==> src/design/bsl_pkg.sv <==
package bsl_pkg;
	// ==========================================================
	// stream word layout
	localparam int WORD_W = 48;
	localparam int TAG_W = 16;
	localparam int CNT_W = 16;
	localparam int ADDR_W = 32;
	localparam int ADDR_LSB = 16;
	localparam int FIFO_DEPTH = 4;
	localparam int KERNEL_WORDS = 256;
	localparam int PACK_HALVES = 3;

	// ==========================================================
	// block tags
	localparam logic [15:0] TAG_FINAL = 16'h0000;
	localparam logic [15:0] TAG_ZDM16 = 16'h0001;
	localparam logic [15:0] TAG_ZDM32 = 16'h0002;
	localparam logic [15:0] TAG_ZDM40 = 16'h0003;
	localparam logic [15:0] TAG_IDM16 = 16'h0004;
	localparam logic [15:0] TAG_IDM32 = 16'h0005;
	localparam logic [15:0] TAG_ZPM16 = 16'h0007;
	localparam logic [15:0] TAG_ZPM32 = 16'h0008;
	localparam logic [15:0] TAG_ZPM40 = 16'h0009;
	localparam logic [15:0] TAG_ZPM48 = 16'h000A;
	localparam logic [15:0] TAG_IPM16 = 16'h000B;
	localparam logic [15:0] TAG_IPM32 = 16'h000C;
	localparam logic [15:0] TAG_IPM48 = 16'h000E;
	localparam logic [15:0] TAG_ZDM64 = 16'h000F;
	localparam logic [15:0] TAG_IDM64 = 16'h0010;
	localparam logic [15:0] TAG_ZPM64 = 16'h0011;
	localparam logic [15:0] TAG_IPM64 = 16'h0012;

	// ==========================================================
	// default values restored at final init, plus the reset-time DMA control and the resume address
	localparam logic [31:0] SYSCFG_DEF = 32'h0000_0000;
	localparam logic [31:0] DMACTL_DEF = 32'h0000_0000;
	localparam logic [31:0] LINKCTL_DEF = 32'h0000_0000;
	localparam logic [31:0] DMACTL_BOOT = 32'h0000_00A1;
	localparam logic [31:0] RESUME_ADDR = 32'h0004_0005;

	// ==========================================================
	// kinds of block
	typedef enum logic [1:0] {
		BSL_K_ZERO = 2'b00,
		BSL_K_INIT = 2'b01,
		BSL_K_FINAL = 2'b10,
		BSL_K_BAD = 2'b11
	} bsl_kind_t;

	typedef struct packed {
		logic pm;
		logic [ADDR_W-1:0] addr;
		logic [WORD_W-1:0] data;
	} bsl_mem_wr_t;

	typedef struct packed {
		logic [31:0] system_config_reg;
		logic [31:0] dma_channel_control;
		logic [31:0] link_port_control;
	} bsl_cfg_t;
endpackage

==> src/design/bsl_fifo.sv <==
`timescale 1ns/1ps
`default_nettype none
module bsl_fifo
	import bsl_pkg::*;
#(
	parameter int WIDTH = 48,
	parameter int DEPTH = 4
) (
	input wire logic sys_clk,
	input wire logic arst_n,
	input wire logic in_valid,
	output logic in_ready,
	input wire logic [WIDTH-1:0] in_data,
	output logic out_valid,
	input wire logic out_ready,
	output logic [WIDTH-1:0] out_data
);
	localparam int AW = $clog2(DEPTH);
	logic [WIDTH-1:0] mem_q [DEPTH];
	logic [AW-1:0] wp_q;
	logic [AW-1:0] rp_q;
	logic [AW:0] cnt_q;
	logic push;
	logic pop;

	// ==========================================================
	// handshakes: full and empty come straight from the count
	assign in_ready = (cnt_q != DEPTH[AW:0]);
	assign out_valid = (cnt_q != '0);
	assign push = in_valid && in_ready;
	assign pop = out_valid && out_ready;
	assign out_data = mem_q[rp_q];

	// storage has no reset; only pointers and count need a defined state
	always_ff @(posedge sys_clk) begin
		if (push) begin
			mem_q[wp_q] <= in_data;
		end
	end

	// pointers wrap naturally since depth is a power of two
	always_ff @(posedge sys_clk or negedge arst_n) begin
		if (!arst_n) begin
			wp_q <= '0;
			rp_q <= '0;
			cnt_q <= '0;
		end else begin
			if (push) begin
				wp_q <= wp_q + 1'b1;
			end
			if (pop) begin
				rp_q <= rp_q + 1'b1;
			end
			cnt_q <= cnt_q + (AW+1)'(push) - (AW+1)'(pop);
		end
	end

	fifo_bound_a: assert property (@(posedge sys_clk) disable iff (!arst_n)
		cnt_q <= DEPTH[AW:0])
		else $error("fifo count beyond depth");
endmodule
`default_nettype wire

==> src/design/bsl_loader.sv <==
// Operation
// header word one carries tag in bits 15:0, upper bits ignored.
// header word two holds start address in 47:16, count in 15:0.
// body words follow header, one per counted word, ascending.
// producer omits body of all-zero blocks, sending zero-fill tag.
// zero-fill writes zeros over count locations, consuming no stream words.
// init block stores each body word at successive addresses.
// sixteen-bit tag precedes every block, each type distinct.
// data zero-fill tags 0001, 0002, 0003 and 000F.
// data init tags 0004, 0005 and 0010.
// program zero-fill tags 0007, 0008, 0009, 000A and 0011.
// program init tags 000B, 000C, 000E and 0012.
// tag zero marks the final block, always last.
// word after final tag becomes program transfer instruction.
// final init starts overwrite transfer and restores default config.
// boot port enabled before reading each header.
// setup of address, interrupt, id and wait state precedes loading.
// producer places return-from-interrupt at boot port vector.
// execution resumes at second reset vector location.
// producer warns when reset vector holds other than nop or idle.
// host boot automatic transfer stops after 256 kernel instructions.
// external port halves packed into 48-bit words before parsing.
// unknown tag halts processing and raises error flag.
// blocks parsed strictly in sequence until the final tag.
`timescale 1ns/1ps
`default_nettype none
module bsl_loader
	import bsl_pkg::*;
(
	input wire logic sys_clk,
	input wire logic arst_n,
	input wire logic link_boot,
	input wire logic ext_valid,
	input wire logic [TAG_W-1:0] ext_half,
	input wire logic link_valid,
	input wire logic [WORD_W-1:0] link_word,
	output logic port_ready,
	output logic ext_port_en,
	output logic link_port_en,
	output logic setup_done,
	output logic kernel_done,
	output logic mem_we,
	output bsl_mem_wr_t mem_wr,
	output logic [WORD_W-1:0] program_transfer_reg,
	output bsl_cfg_t cfg,
	output logic [ADDR_W-1:0] resume_pc,
	output logic overwrite_start,
	output logic boot_done,
	output logic stream_err
);
	typedef enum logic [2:0] {
		BSL_S_SETUP = 3'b000,
		BSL_S_KERNEL = 3'b001,
		BSL_S_HDR0 = 3'b010,
		BSL_S_HDR1 = 3'b011,
		BSL_S_BODY = 3'b100,
		BSL_S_ZERO = 3'b101,
		BSL_S_XFER = 3'b110,
		BSL_S_DONE = 3'b111
	} bsl_state_t;

	// ==========================================================
	// tag decode, used for both kind and memory space
	function automatic bsl_kind_t tag_kind(input logic [15:0] t);
		case (t)
			TAG_FINAL: tag_kind = BSL_K_FINAL;
			TAG_ZDM16, TAG_ZDM32, TAG_ZDM40, TAG_ZDM64:
				tag_kind = BSL_K_ZERO;
			TAG_IDM16, TAG_IDM32, TAG_IDM64:
				tag_kind = BSL_K_INIT;
			TAG_ZPM16, TAG_ZPM32, TAG_ZPM40, TAG_ZPM48, TAG_ZPM64:
				tag_kind = BSL_K_ZERO;
			TAG_IPM16, TAG_IPM32, TAG_IPM48, TAG_IPM64:
				tag_kind = BSL_K_INIT;
			default: tag_kind = BSL_K_BAD;
		endcase
	endfunction

	function automatic logic tag_is_pm(input logic [15:0] t);
		tag_is_pm = (t >= TAG_ZPM16 && t <= TAG_IPM48 && t != TAG_ZDM64) ||
			t == TAG_ZPM64 || t == TAG_IPM64;
	endfunction

	bsl_state_t state_q;
	logic [15:0] tag_q;
	logic [ADDR_W-1:0] addr_q;
	logic [CNT_W-1:0] cnt_q;
	logic [1:0] half_q;
	logic [31:0] pack_q;
	logic pack_valid_q;
	logic [WORD_W-1:0] pack_word_q;
	logic [8:0] kcnt_q;
	logic src_valid;
	logic [WORD_W-1:0] src_word;
	logic src_ready;
	logic src_push;
	logic f_valid;
	logic f_ready;
	logic [WORD_W-1:0] f_word;
	logic want;
	logic take;
	bsl_kind_t kind;

	// ==========================================================
	// external packing: three 16-bit halves, low half first
	always_ff @(posedge sys_clk or negedge arst_n) begin
		if (!arst_n) begin
			half_q <= 2'h0;
			pack_q <= 32'h0000_0000;
			pack_valid_q <= 1'b0;
			pack_word_q <= 48'h0;
		end else begin
			if (pack_valid_q && src_ready) begin
				pack_valid_q <= 1'b0;
			end
			if (ext_valid && port_ready && !link_boot) begin
				if (half_q == 2'(PACK_HALVES - 1)) begin
					pack_word_q <= {ext_half, pack_q};
					pack_valid_q <= 1'b1;
					half_q <= 2'h0;
				end else begin
					pack_q <= {ext_half, pack_q[31:16]};
					half_q <= half_q + 2'h1;
				end
			end
		end
	end

	// link words arrive whole and count only while port_ready is up,
	// exactly as the source sees it; ready stalls the packer too
	assign src_valid = link_boot ? (link_valid && port_ready) : pack_valid_q;
	assign src_push = src_valid && src_ready;
	assign src_word = link_boot ? link_word : pack_word_q;

	bsl_fifo #(.WIDTH(WORD_W), .DEPTH(FIFO_DEPTH)) u_fifo (
		.sys_clk(sys_clk),
		.arst_n(arst_n),
		.in_valid(src_valid),
		.in_ready(src_ready),
		.in_data(src_word),
		.out_valid(f_valid),
		.out_ready(f_ready),
		.out_data(f_word)
	);

	// ==========================================================
	// consumer side: words are drawn only in states that parse them
	assign want = (state_q == BSL_S_KERNEL) || (state_q == BSL_S_HDR0) ||
		(state_q == BSL_S_HDR1) || (state_q == BSL_S_BODY) ||
		(state_q == BSL_S_XFER);
	assign f_ready = want;
	assign take = want && f_valid;
	assign kind = tag_kind(tag_q);

	// port ready registered; it drops for a cycle after every push so
	// that a word offered under it always finds room despite the lag
	always_ff @(posedge sys_clk or negedge arst_n) begin
		if (!arst_n) begin
			port_ready <= 1'b0;
			ext_port_en <= 1'b0;
			link_port_en <= 1'b0;
		end else begin
			port_ready <= src_ready && !src_push && !pack_valid_q &&
				state_q != BSL_S_DONE && state_q != BSL_S_SETUP;
			ext_port_en <= !link_boot && state_q != BSL_S_SETUP &&
				state_q != BSL_S_DONE;
			link_port_en <= link_boot && state_q != BSL_S_SETUP &&
				state_q != BSL_S_DONE;
		end
	end

	// ==========================================================
	// block sequencer
	always_ff @(posedge sys_clk or negedge arst_n) begin
		if (!arst_n) begin
			state_q <= BSL_S_SETUP;
			tag_q <= 16'h0000;
			addr_q <= 32'h0000_0000;
			cnt_q <= 16'h0000;
			kcnt_q <= 9'h000;
			setup_done <= 1'b0;
			kernel_done <= 1'b0;
			stream_err <= 1'b0;
		end else begin
			case (state_q)
				BSL_S_SETUP: begin
					setup_done <= 1'b1;
					state_q <= link_boot ? BSL_S_HDR0 : BSL_S_KERNEL;
				end
				BSL_S_KERNEL: if (take) begin
					// host boot: first kernel words pass through untouched
					kcnt_q <= kcnt_q + 9'h001;
					if (kcnt_q == 9'(KERNEL_WORDS - 1)) begin
						kernel_done <= 1'b1;
						state_q <= BSL_S_HDR0;
					end
				end
				BSL_S_HDR0: if (take) begin
					tag_q <= f_word[TAG_W-1:0];
					state_q <= BSL_S_HDR1;
				end
				BSL_S_HDR1: if (take) begin
					addr_q <= f_word[WORD_W-1:ADDR_LSB];
					cnt_q <= f_word[CNT_W-1:0];
					case (kind)
						BSL_K_FINAL: state_q <= BSL_S_XFER;
						BSL_K_ZERO: state_q <= (f_word[15:0] == 16'h0000) ?
							BSL_S_HDR0 : BSL_S_ZERO;
						BSL_K_INIT: state_q <= (f_word[15:0] == 16'h0000) ?
							BSL_S_HDR0 : BSL_S_BODY;
						default: begin
							stream_err <= 1'b1;
							state_q <= BSL_S_DONE;
						end
					endcase
				end
				BSL_S_BODY: if (take) begin
					addr_q <= addr_q + 32'h1;
					cnt_q <= cnt_q - 16'h1;
					if (cnt_q == 16'h0001) begin
						state_q <= BSL_S_HDR0;
					end
				end
				BSL_S_ZERO: begin
					// no stream words drawn here
					addr_q <= addr_q + 32'h1;
					cnt_q <= cnt_q - 16'h1;
					if (cnt_q == 16'h0001) begin
						state_q <= BSL_S_HDR0;
					end
				end
				BSL_S_XFER: if (take) begin
					state_q <= BSL_S_DONE;
				end
				BSL_S_DONE: state_q <= BSL_S_DONE;
				default: state_q <= BSL_S_SETUP;
			endcase
		end
	end

	// ==========================================================
	// memory write port
	always_ff @(posedge sys_clk or negedge arst_n) begin
		if (!arst_n) begin
			mem_we <= 1'b0;
			mem_wr <= '0;
		end else begin
			mem_we <= (state_q == BSL_S_ZERO) || (state_q == BSL_S_BODY && take);
			mem_wr.pm <= tag_is_pm(tag_q);
			mem_wr.addr <= addr_q;
			mem_wr.data <= (state_q == BSL_S_BODY) ? f_word : 48'h0;
		end
	end

	// ==========================================================
	// final initialization: transfer reg, overwrite, defaults
	always_ff @(posedge sys_clk or negedge arst_n) begin
		if (!arst_n) begin
			program_transfer_reg <= 48'h0;
			overwrite_start <= 1'b0;
			boot_done <= 1'b0;
			resume_pc <= 32'h0000_0000;
			cfg.system_config_reg <= SYSCFG_DEF;
			cfg.dma_channel_control <= DMACTL_BOOT;
			cfg.link_port_control <= LINKCTL_DEF;
		end else begin
			overwrite_start <= 1'b0;
			if (state_q == BSL_S_XFER && take) begin
				program_transfer_reg <= f_word;
				overwrite_start <= 1'b1;
				boot_done <= 1'b1;
				resume_pc <= RESUME_ADDR;
				cfg.system_config_reg <= SYSCFG_DEF;
				cfg.dma_channel_control <= DMACTL_DEF;
				cfg.link_port_control <= LINKCTL_DEF;
			end
		end
	end

	// ==========================================================
	// checks
	zero_no_take_a: assert property (@(posedge sys_clk) disable iff (!arst_n)
		state_q == BSL_S_ZERO |-> !f_ready)
		else $error("zero fill consumed a stream word");
	zero_write_a: assert property (@(posedge sys_clk) disable iff (!arst_n)
		state_q == BSL_S_ZERO |=> mem_we && mem_wr.data == 48'h0)
		else $error("zero fill did not write zero");
	zero_count_a: assert property (@(posedge sys_clk) disable iff (!arst_n)
		state_q == BSL_S_ZERO && cnt_q != 16'h0001 |=>
		state_q == BSL_S_ZERO && cnt_q == $past(cnt_q) - 16'h1)
		else $error("zero fill count not stepping");
	body_write_a: assert property (@(posedge sys_clk) disable iff (!arst_n)
		state_q == BSL_S_BODY && take |=> mem_we &&
		mem_wr.data == $past(f_word) && mem_wr.addr == $past(addr_q))
		else $error("body word not stored");
	addr_step_a: assert property (@(posedge sys_clk) disable iff (!arst_n)
		state_q == BSL_S_BODY && take && cnt_q != 16'h0001 |=>
		addr_q == $past(addr_q) + 32'h1)
		else $error("body address not ascending");
	bad_tag_a: assert property (@(posedge sys_clk) disable iff (!arst_n)
		state_q == BSL_S_HDR1 && take && kind == BSL_K_BAD |=>
		stream_err && state_q == BSL_S_DONE)
		else $error("bad tag not flagged");
	final_xfer_a: assert property (@(posedge sys_clk) disable iff (!arst_n)
		state_q == BSL_S_XFER && take |=> program_transfer_reg == $past(f_word)
		&& overwrite_start && cfg.dma_channel_control == DMACTL_DEF)
		else $error("final word not loaded");
	port_before_hdr_a: assert property (@(posedge sys_clk) disable iff (!arst_n)
		state_q == BSL_S_HDR0 && take |-> ext_port_en || link_port_en)
		else $error("header read with port off");
	setup_first_a: assert property (@(posedge sys_clk) disable iff (!arst_n)
		mem_we |-> setup_done)
		else $error("memory loaded before setup");
	kernel_stop_a: assert property (@(posedge sys_clk) disable iff (!arst_n)
		state_q == BSL_S_KERNEL && take && kcnt_q == 9'(KERNEL_WORDS - 1) |=>
		state_q == BSL_S_HDR0 && kernel_done)
		else $error("kernel transfer did not stop");
	tag_low_a: assert property (@(posedge sys_clk) disable iff (!arst_n)
		state_q == BSL_S_HDR0 && take |=> tag_q == 16'($past(f_word)))
		else $error("tag not from low bits");
	resume_a: assert property (@(posedge sys_clk) disable iff (!arst_n)
		boot_done |-> resume_pc == RESUME_ADDR)
		else $error("resume address wrong");
endmodule
`default_nettype wire

==> config.mk <==
export PLATFORM = sky130hd
export DESIGN_NAME = bsl_loader
export DESIGN_NICKNAME = d
export VERILOG_FILES = /design/src/design/bsl_pkg.sv /design/src/design/bsl_fifo.sv /design/src/design/bsl_loader.sv
export SDC_FILE = /design/constraint.sdc
export NUM_CORES = 1
export LEC_CHECK = 0
export ABC_CLOCK_PERIOD_IN_PS = 3300
export BUFFER_PORTS_ARGS = -buffer_cell sky130_fd_sc_hd__buf_2
export CELL_PAD_IN_SITES_DETAIL_PLACEMENT = 1
export CELL_PAD_IN_SITES_GLOBAL_PLACEMENT = 1
export CORE_MARGIN = 3
export CORE_UTILIZATION = 35
export CTS_BUF_LIST = sky130_fd_sc_hd__clkbuf_2
export CTS_CLUSTER_DIAMETER = 60
export DETAILED_ROUTE_END_ITERATION = 16
export PLACE_DENSITY_LB_ADDON = 0.1
export SETUP_SLACK_MARGIN = 0.3
export SYNTH_ARGS = -nofsm -noshare
export SYNTH_HDL_FRONTEND = slang
export SYNTH_SLANG_ARGS = --single-unit
==> constraint.sdc <==
create_clock -name sys_clk -period 3.3 [get_ports sys_clk]
set_clock_uncertainty 0.2 [all_clocks]
set_input_delay 0.66 -clock sys_clk [delete_from_list [all_inputs] [get_ports sys_clk]]
set_output_delay 0.66 -clock sys_clk [all_outputs]
set_load 0.03 [all_outputs]
==> Flow_metrics.wiki, run 1 <==
{| class="wikitable"
! Metric !! Value
|-
| WHS Path Cells || 3
|-
| Critical register-to-register path endpoint || pack_word_q[1]
|-
| Origin of the critical flop-to-flop path || port_ready
|-
| Die span in x || 250 um
|-
| Largest register by flop count || u_fifo.mem_q
|-
| Clock Path Buffers || 3
|-
| Synthesized-area fraction occupied by and/or/nand/nor cells || 6.86%
|-
| Leading registers by flop count || u_fifo.mem_q: 192 flops, mem_wr: 81 flops
|-
| Effective utilization at floorplan || 35.7%
|-
| DR DRC count || 0
|-
| Register-to-register path setup slack || 0.53 ns
|-
| Final Critical Period || 3.07 ns
|-
| Max-cap check violation count || 0
|-
| DRC marker count from the first detailed-route iteration || 775
|-
| Number of nets with antenna violations after routing || 0
|-
| Max Clk Rate || 326 MHz
|-
| Clock Root Buffer || sky130_fd_sc_hd__clkbuf_2
|-
| Met2 layer wire length in the routed design || 29000 um
|-
| Leakage power of the design || 11.3 nW
|-
| Met3 routed WL || 2390 um
|-
| Die extent in y || 250 um
|-
| Clock slew at the register clock pins of the worst setup and hold paths || 0.10 ns
|-
| Peak ir drop on the vdd network || 0.376 mV
|-
| Highest fanout seen on the critical path || 48
|-
| Synth warnings || 0
|-
| Area share of the leading cell type in the synthesized netlist || 36.6%
|-
| Average cell area after synthesis || 14.7 um^2
|-
| CTS buffer count || 139
|-
| Clock Latency Late Sink || 1.29 ns
|-
| Post-detailed-routing wire length || 59800 um
|-
| Arrival time reported for the critical path endpoint || 3.99 ns
|-
| Share of post-route cells with drive strength above 1 || 37.4%
|-
| Least setup slack across all paths after layout || 0.232 ns
|-
| End-of-flow core utilization || 43.4%
|-
| Pwr dens || 739 nW/um^2
|-
| CP Data Required Time || 4.22 ns
|-
| CTS tree || built
|-
| GRT overflow || 0
|-
| Dominant synthesized flop cell || sky130_fd_sc_hd__dfrtp_1
|-
| Area of the mapped netlist || 20800 um^2
|-
| Startpoint type of the worst setup path || primary input
|-
| Total clock sinks || 497
|-
| Cell area after layout || 25300 um^2
|-
| Final Net Count || 1949
|-
| Post-placement worst setup slack || 0.581 ns
|-
| Via count of the first global-routing pass || 14446
|-
| Port Buf Inserts || 212
|-
| Actual slew at the worst max-slew pin || 0.867 ns
|-
| Wirelength per Cell || 21.8 um
|-
| Layout overhead on the synthesized area || 21.6%
|-
| Floorplan core area || 58100 um^2
|-
| Unrepaired setup endpoints after global routing || yes
|-
| Routed via count || 13299
|-
| Adder-cell share of the synthesized area || 0.699%
|-
| Slew Limit Headroom || 42.2%
|-
| Fraction of synthesized area in multiplexers || 15.7%
|-
| EDFF count, synth || 192
|-
| Met1 wire length || 27500 um
|-
| DP Area || 22500 um^2
|-
| CP Capture Type || flip-flop
|-
| Total Neg Setup Slack || 0 ns
|-
| Largest family of logic cells by synthesized area || multiplexers
|-
| GP Congestion || 0.753
|-
| Share of flip-flops with an asynchronous set or reset after synthesis || 61.4%
|-
| Top layer reached by signal wires || met4
|-
| Antenna violations before repair || 3
|-
| XOR/XNOR Fraction of Synth Area || 0.506%
|-
| Synthesized-area fraction occupied by ao, oa, aoi and oai cells || 5.47%
|-
| Critical setup path kind || in2reg
|-
| Number of iterations in the first detailed-routing pass || 5
|-
| Fin. max-slew vios || 0
|-
| Wire length of the first global-routing pass || 90900 um
|-
| Overall die area || 62300 um^2
|-
| Beginning of the worst hold path || link_word[41]
|-
| Sequential share of the synthesized area || 64.5%
|-
| Hold violation total from the final report || 0
|-
| Number of I/O pins || 335
|-
| Via density || 4.84
|-
| Final period utilization || 93.0%
|-
| Post-CTS setup buffer count || 0
|-
| Largest net degree at the start of global routing || 84
|-
| Library cells used by synthesis || 68
|-
| Std-Cell Rows || 88
|-
| HPWL reported at the end of detailed placement || 40100 um
|-
| Status || complete, no violations
|-
| Final-report setup violation count || 0
|-
| Cell type contributing the most total cell area after synthesis || sky130_fd_sc_hd__dfrtp_1
|-
| Flops & latches, synth || 497
|-
| HP Class || in2reg
|-
| Count of cells along the worst register-to-register path || 5
|-
| Total track usage || 19.4%
|-
| Number of flip-flops in the largest register || 192
|-
| H-tree lvl count || 4
|-
| Most area-consuming cells after synthesis || sky130_fd_sc_hd__dfrtp_1, sky130_fd_sc_hd__edfxtp_1, sky130_fd_sc_hd__mux2_2
|-
| Endpoint, Worst Hold || u_fifo.mem_q[3][41]
|-
| Post-synthesis instance total || 1417
|}
## metrics by stage
stage	hold slack (ns)	std cells	power [mW]
2_1_floorplan	0.164	1538	11.9
3_3_place_gp	0.204	2363	13.7
3_5_place_dp	0.219	2363	13.8
4_1_cts	0.00178	2744	18.9
5_1_grt	0.0539	2747	19.8
6_report	0.190	2748	18.6
## routing by layer
layer	GRT usage, %	vias to the layer above
met5	0	-
met4	5.54	0
met3	4.77	61
met2	31.2	314
met1	26.2	6948
li1	-	5976
## worst max-delay path, stage by stage
cell                            delay [ns]
sky130_fd_sc_hd__dlygate4sd3_1        0.53
sky130_fd_sc_hd__buf_2                0.13
sky130_fd_sc_hd__dlygate4sd3_1        0.59
sky130_fd_sc_hd__inv_2                0.09
sky130_fd_sc_hd__nand3_1              0.21
sky130_fd_sc_hd__dlygate4sd3_1        0.74
sky130_fd_sc_hd__nor3b_2              0.30
sky130_fd_sc_hd__buf_12               0.28
sky130_fd_sc_hd__mux2_2               0.38
## report_power, final
part / switching [mW] / internal (mW) / total [mW]
logic: 3.27 / 1.97 / 5.24
clock network: 2.64 / 2.25 / 4.90
registers: 1.03 / 7.48 / 8.51
total: 6.94 / 11.7 / 18.6
## placed cells by master (no fill, tap or decap), drive strengths merged, types with 18 or more instances in the layout
cell and count:
dfrtp 304, and2 57, buf 257, clkinv 27, dlygate4sd3 129, nand3 30
nor2 48, o22ai 18, nor3 18, mux4 48, o21ai 40, nand2 42
conb 122, a21oi 57, mux2 192, edfxtp 192, clkbuf 212
## layout make-up
cell class	count	area, um^2
antenna	4	10.0
fill	6144	32900
clock buffer	212	1060
multi-input combinational	832	6570
tap	765	957
timing repair buffer	386	2860
sequential	497	13400
clock inverter	39	344
inverter	13	48.8
## cell usage after synthesis, drive strengths merged, types with 4 or more instances
cell,instances
ha,10
a21o,4
o2bb2ai,4
dfrtp,304
o22ai,18
xnor2,9
nor3b,4
a31oi,7
o22a,6
nand2,42
buf,142
a22oi,7
or3,4
o31ai,4
clkbuf,54
o21ai,40
nand2b,5
nor2,48
nor4,14
nor3,18
inv,13
mux2,192
and2,57
and3,11
nand3,30
nand4,11
a211oi,4
nor2b,4
mux4,48
edfxtp,192
or2,5
o2bb2a,6
a21oi,57
## logic make-up after synthesis
family / count (synthesis)
xor+xnor: 12
fa+ha+maj: 11
buf+inv: 209
compound gates: 180
simple gates: 266
mux: 241
other cells: 1
flops: 497
## what timing repair did
action | 4_1_cts | 5_1_grt
endpoints found under the hold margin | 539 | 0
pin swaps | 0 | 0
gates resized for setup | 3 | 3
hold buffers | 130 | 0
setup endpoints to repair | 3 | 3
## how the worst max path moves through the flow
stage,start,endpoint,slack [ns]
final,link_boot,pack_word_q[1],0.23
after global routing,cfg[37],cfg[37],0.23
after CTS,cfg[37],cfg[37],0.25
after detailed placement,u_fifo.rp_q[0],state_q[2],0.58
after global placement,u_fifo.rp_q[0],state_q[2],0.57
after floorplan,link_boot,u_fifo.mem_q[0][0],0.65
No activity file was read; power rests on OpenSTA's default activity.
==> inputs of run 2 (changes only) <==
--- a/config.mk
+++ b/config.mk
@@ -5,7 +5,7 @@
 export SDC_FILE = /design/constraint.sdc
 export NUM_CORES = 1
 export LEC_CHECK = 0
-export ABC_CLOCK_PERIOD_IN_PS = 3300
+export ABC_CLOCK_PERIOD_IN_PS = 3600
 export BUFFER_PORTS_ARGS = -buffer_cell sky130_fd_sc_hd__buf_2
 export CELL_PAD_IN_SITES_DETAIL_PLACEMENT = 1
 export CELL_PAD_IN_SITES_GLOBAL_PLACEMENT = 1
==> constraint.sdc (replaced) <==
create_clock -name sys_clk -period 3.6 [get_ports sys_clk]
set_clock_uncertainty 0.2 [all_clocks]
set_input_delay 0.72 -clock sys_clk [delete_from_list [all_inputs] [get_ports sys_clk]]
set_output_delay 0.72 -clock sys_clk [all_outputs]
set_load 0.03 [all_outputs]
==> run 2 against run 1 <==
Net effect: cell area is 1.2% lower; routed wire length down 1.6%; global-route usage is 0.37 points lower; register-to-register slack improved by 0.02 ns; setup slack better by 0.32 ns; critical path type is now reg2reg; highest routed layer unchanged.
==> Flow_metrics.wiki, run 2 (synthesis gave the netlist of run 1 again) <==
{| class="wikitable"
! Metric !! Value
|-
| Number of nets with antenna violations after routing || 0
|-
| Routed via count || 13139
|-
| Port Buf Inserts || 212
|-
| Post-Route Hold Slack || 0.201 ns
|-
| Layout overhead on the synthesized area || 20.1%
|-
| Met3 usage || 4.90%
|-
| DP Area || 22500 um^2
|-
| Max-cap check violation count || 0
|-
| Cell Count, Final, Fillers Out || 2715
|-
| Final period utilization || 84.7%
|-
| Largest stage delay, worst path || 0.86 ns
|-
| Number of iterations in the first detailed-routing pass || 4
|-
| Hold violation total from the final report || 0
|-
| Antenna violations before repair || 4
|-
| Floorplan core area || 58100 um^2
|-
| End-of-flow core utilization || 42.9%
|-
| Slew Limit Headroom || 40.1%
|-
| Overall die area || 62300 um^2
|-
| Clock Root Buffer || sky130_fd_sc_hd__clkbuf_2
|-
| Fin. max-slew vios || 0
|-
| GP Congestion || 0.797
|-
| Post-CTS setup buffer count || 0
|-
| Cell family with most CP delay || simple AND/OR/NAND/NOR gates
|-
| Unrepaired setup endpoints after global routing || no
|-
| Buffers and inverters on the worst path || 0
|-
| CTS buffer count || 138
|-
| Hold bufs inserted after CTS || 107
|-
| Peak ir drop on the vdd network || 0.364 mV
|-
| Arrival time reported for the critical path endpoint || 4.03 ns
|-
| Highest fanout seen on the critical path || 7
|-
| Wirelength per Cell || 21.7 um
|-
| Leading registers by flop count || u_fifo.mem_q: 192 flops, mem_wr: 81 flops
|-
| DR DRC count || 0
|-
| Largest register by flop count || u_fifo.mem_q
|-
| Leakage power of the design || 11.1 nW
|-
| HPWL reported at the end of detailed placement || 40100 um
|-
| Final Net Count || 1914
|-
| Clock Latency Late Sink || 1.29 ns
|-
| Most frequent cells in the layout || sky130_fd_sc_hd__dfrtp_1, sky130_fd_sc_hd__clkbuf_2, sky130_fd_sc_hd__buf_2, sky130_fd_sc_hd__edfxtp_1, sky130_fd_sc_hd__mux2_2
|-
| GR Layer Usage met1 || 25.2%
|-
| Via count of the first global-routing pass || 14135
|-
| Total clock sinks || 497
|-
| Critical setup path kind || reg2reg
|-
| CP Capture Type || flip-flop
|-
| Share of post-route cells with drive strength above 1 || 37.7%
|-
| Pwr dens || 679 nW/um^2
|-
| Clock Path Buffers || 3
|-
| Actual slew at the worst max-slew pin || 0.891 ns
|-
| Number of flip-flops in the largest register || 192
|-
| Most common cell after layout, fill and taps aside || sky130_fd_sc_hd__dfrtp_1
|-
| Post-detailed-routing wire length || 58900 um
|-
| Least setup slack across all paths after layout || 0.551 ns
|-
| Routing layer with the top usage in global route || met2
|-
| Resize count post-CTS || 0
|-
| Post-placement worst setup slack || 0.618 ns
|-
| Cell area after layout || 24900 um^2
|-
| Largest net degree at the start of global routing || 73
|-
| DRC marker count from the first detailed-route iteration || 665
|-
| Effective utilization at floorplan || 35.7%
|-
| Total track usage || 19.0%
|-
| Final-report setup violation count || 0
|-
| Startpoint type of the worst setup path || flip-flop
|-
| Die extent in y || 250 um
|-
| HP Class || in2reg
|-
| Slowest cell on the critical path || sky130_fd_sc_hd__nor4_1
|-
| H-tree lvl count || 4
|-
| CTS tree || built
|-
| Max Clk Rate || 328 MHz
|-
| Std-Cell Rows || 88
|-
| Final Critical Period || 3.05 ns
|-
| Number of I/O pins || 335
|-
| Die span in x || 250 um
|-
| Critical path cell sequence || ha_1 > and3_1 > nand3_1 > nor4_1 > a311oi_1 > a211oi_1
|-
| Via density || 4.84
|-
| Sum of internal, switching and leakage power || 16.9 mW
|-
| GR Util met2 || 30.7%
|-
| Total Neg Setup Slack || 0 ns
|-
| Placed instance count || 2352
|-
| Clock slew at the register clock pins of the worst setup and hold paths || 0.10 ns
|-
| Wire length of the first global-routing pass || 89300 um
|-
| CP Data Required Time || 4.58 ns
|-
| Status || complete, no violations
|-
| GRT overflow || 0
|}
[run 2: path summary, 6_finish.rpt]
path / startpoint / endpoint / slack, ns / cells past startpoint
max in group asynchronous: arst_n / pack_word_q[33] / 2.11 / 5
worst min register to register: addr_q[26] / mem_wr[74] / 0.24 / 0
worst max-delay path: addr_q[0] / addr_q[26] / 0.55 / 6
worst min-delay path: link_word[32] / u_fifo.mem_q[1][32] / 0.20 / 3
worst max register to register: addr_q[0] / addr_q[26] / 0.55 / 6
min in group asynchronous: arst_n / u_fifo.cnt_q[1] / 0.34 / 4
[run 2: area by class of cell]
cell class / instances / area [um^2]
flip-flops and latches: 497 / 13400
clock inverters: 31 / 289
multi-input cells: 832 / 6570
diodes: 8 / 20.0
inverters: 13 / 48.8
clock buffers: 217 / 1090
fillers: 6150 / 33200
well taps: 765 / 957
repair buffers: 352 / 2570
[run 2: report_power, final]
group / total, mW / internal [mW] / switching [mW]
logic: 4.65 / 1.78 / 2.88
registers: 7.87 / 6.85 / 1.01
clock network: 4.42 / 2.02 / 2.40
total: 16.9 / 10.6 / 6.29
[run 2: worst reg2reg max path: cells and delay by family (launching register included)]
| kind | cells | cell delay [ns] |
|---|---|---|
| flops | 1 | 0.46 |
| fa+ha+maj | 1 | 0.25 |
| simple gates | 3 | 1.56 |
| compound gates | 2 | 0.47 |
[run 2: routing by layer]
| metal | vias up | share of wire [%] |
|---|---|---|
| li1 | 5903 | - |
| met1 | 6800 | 44 |
| met2 | 360 | 49 |
| met3 | 76 | 4.8 |
| met4 | 0 | 1.9 |
| met5 | - | 0 |
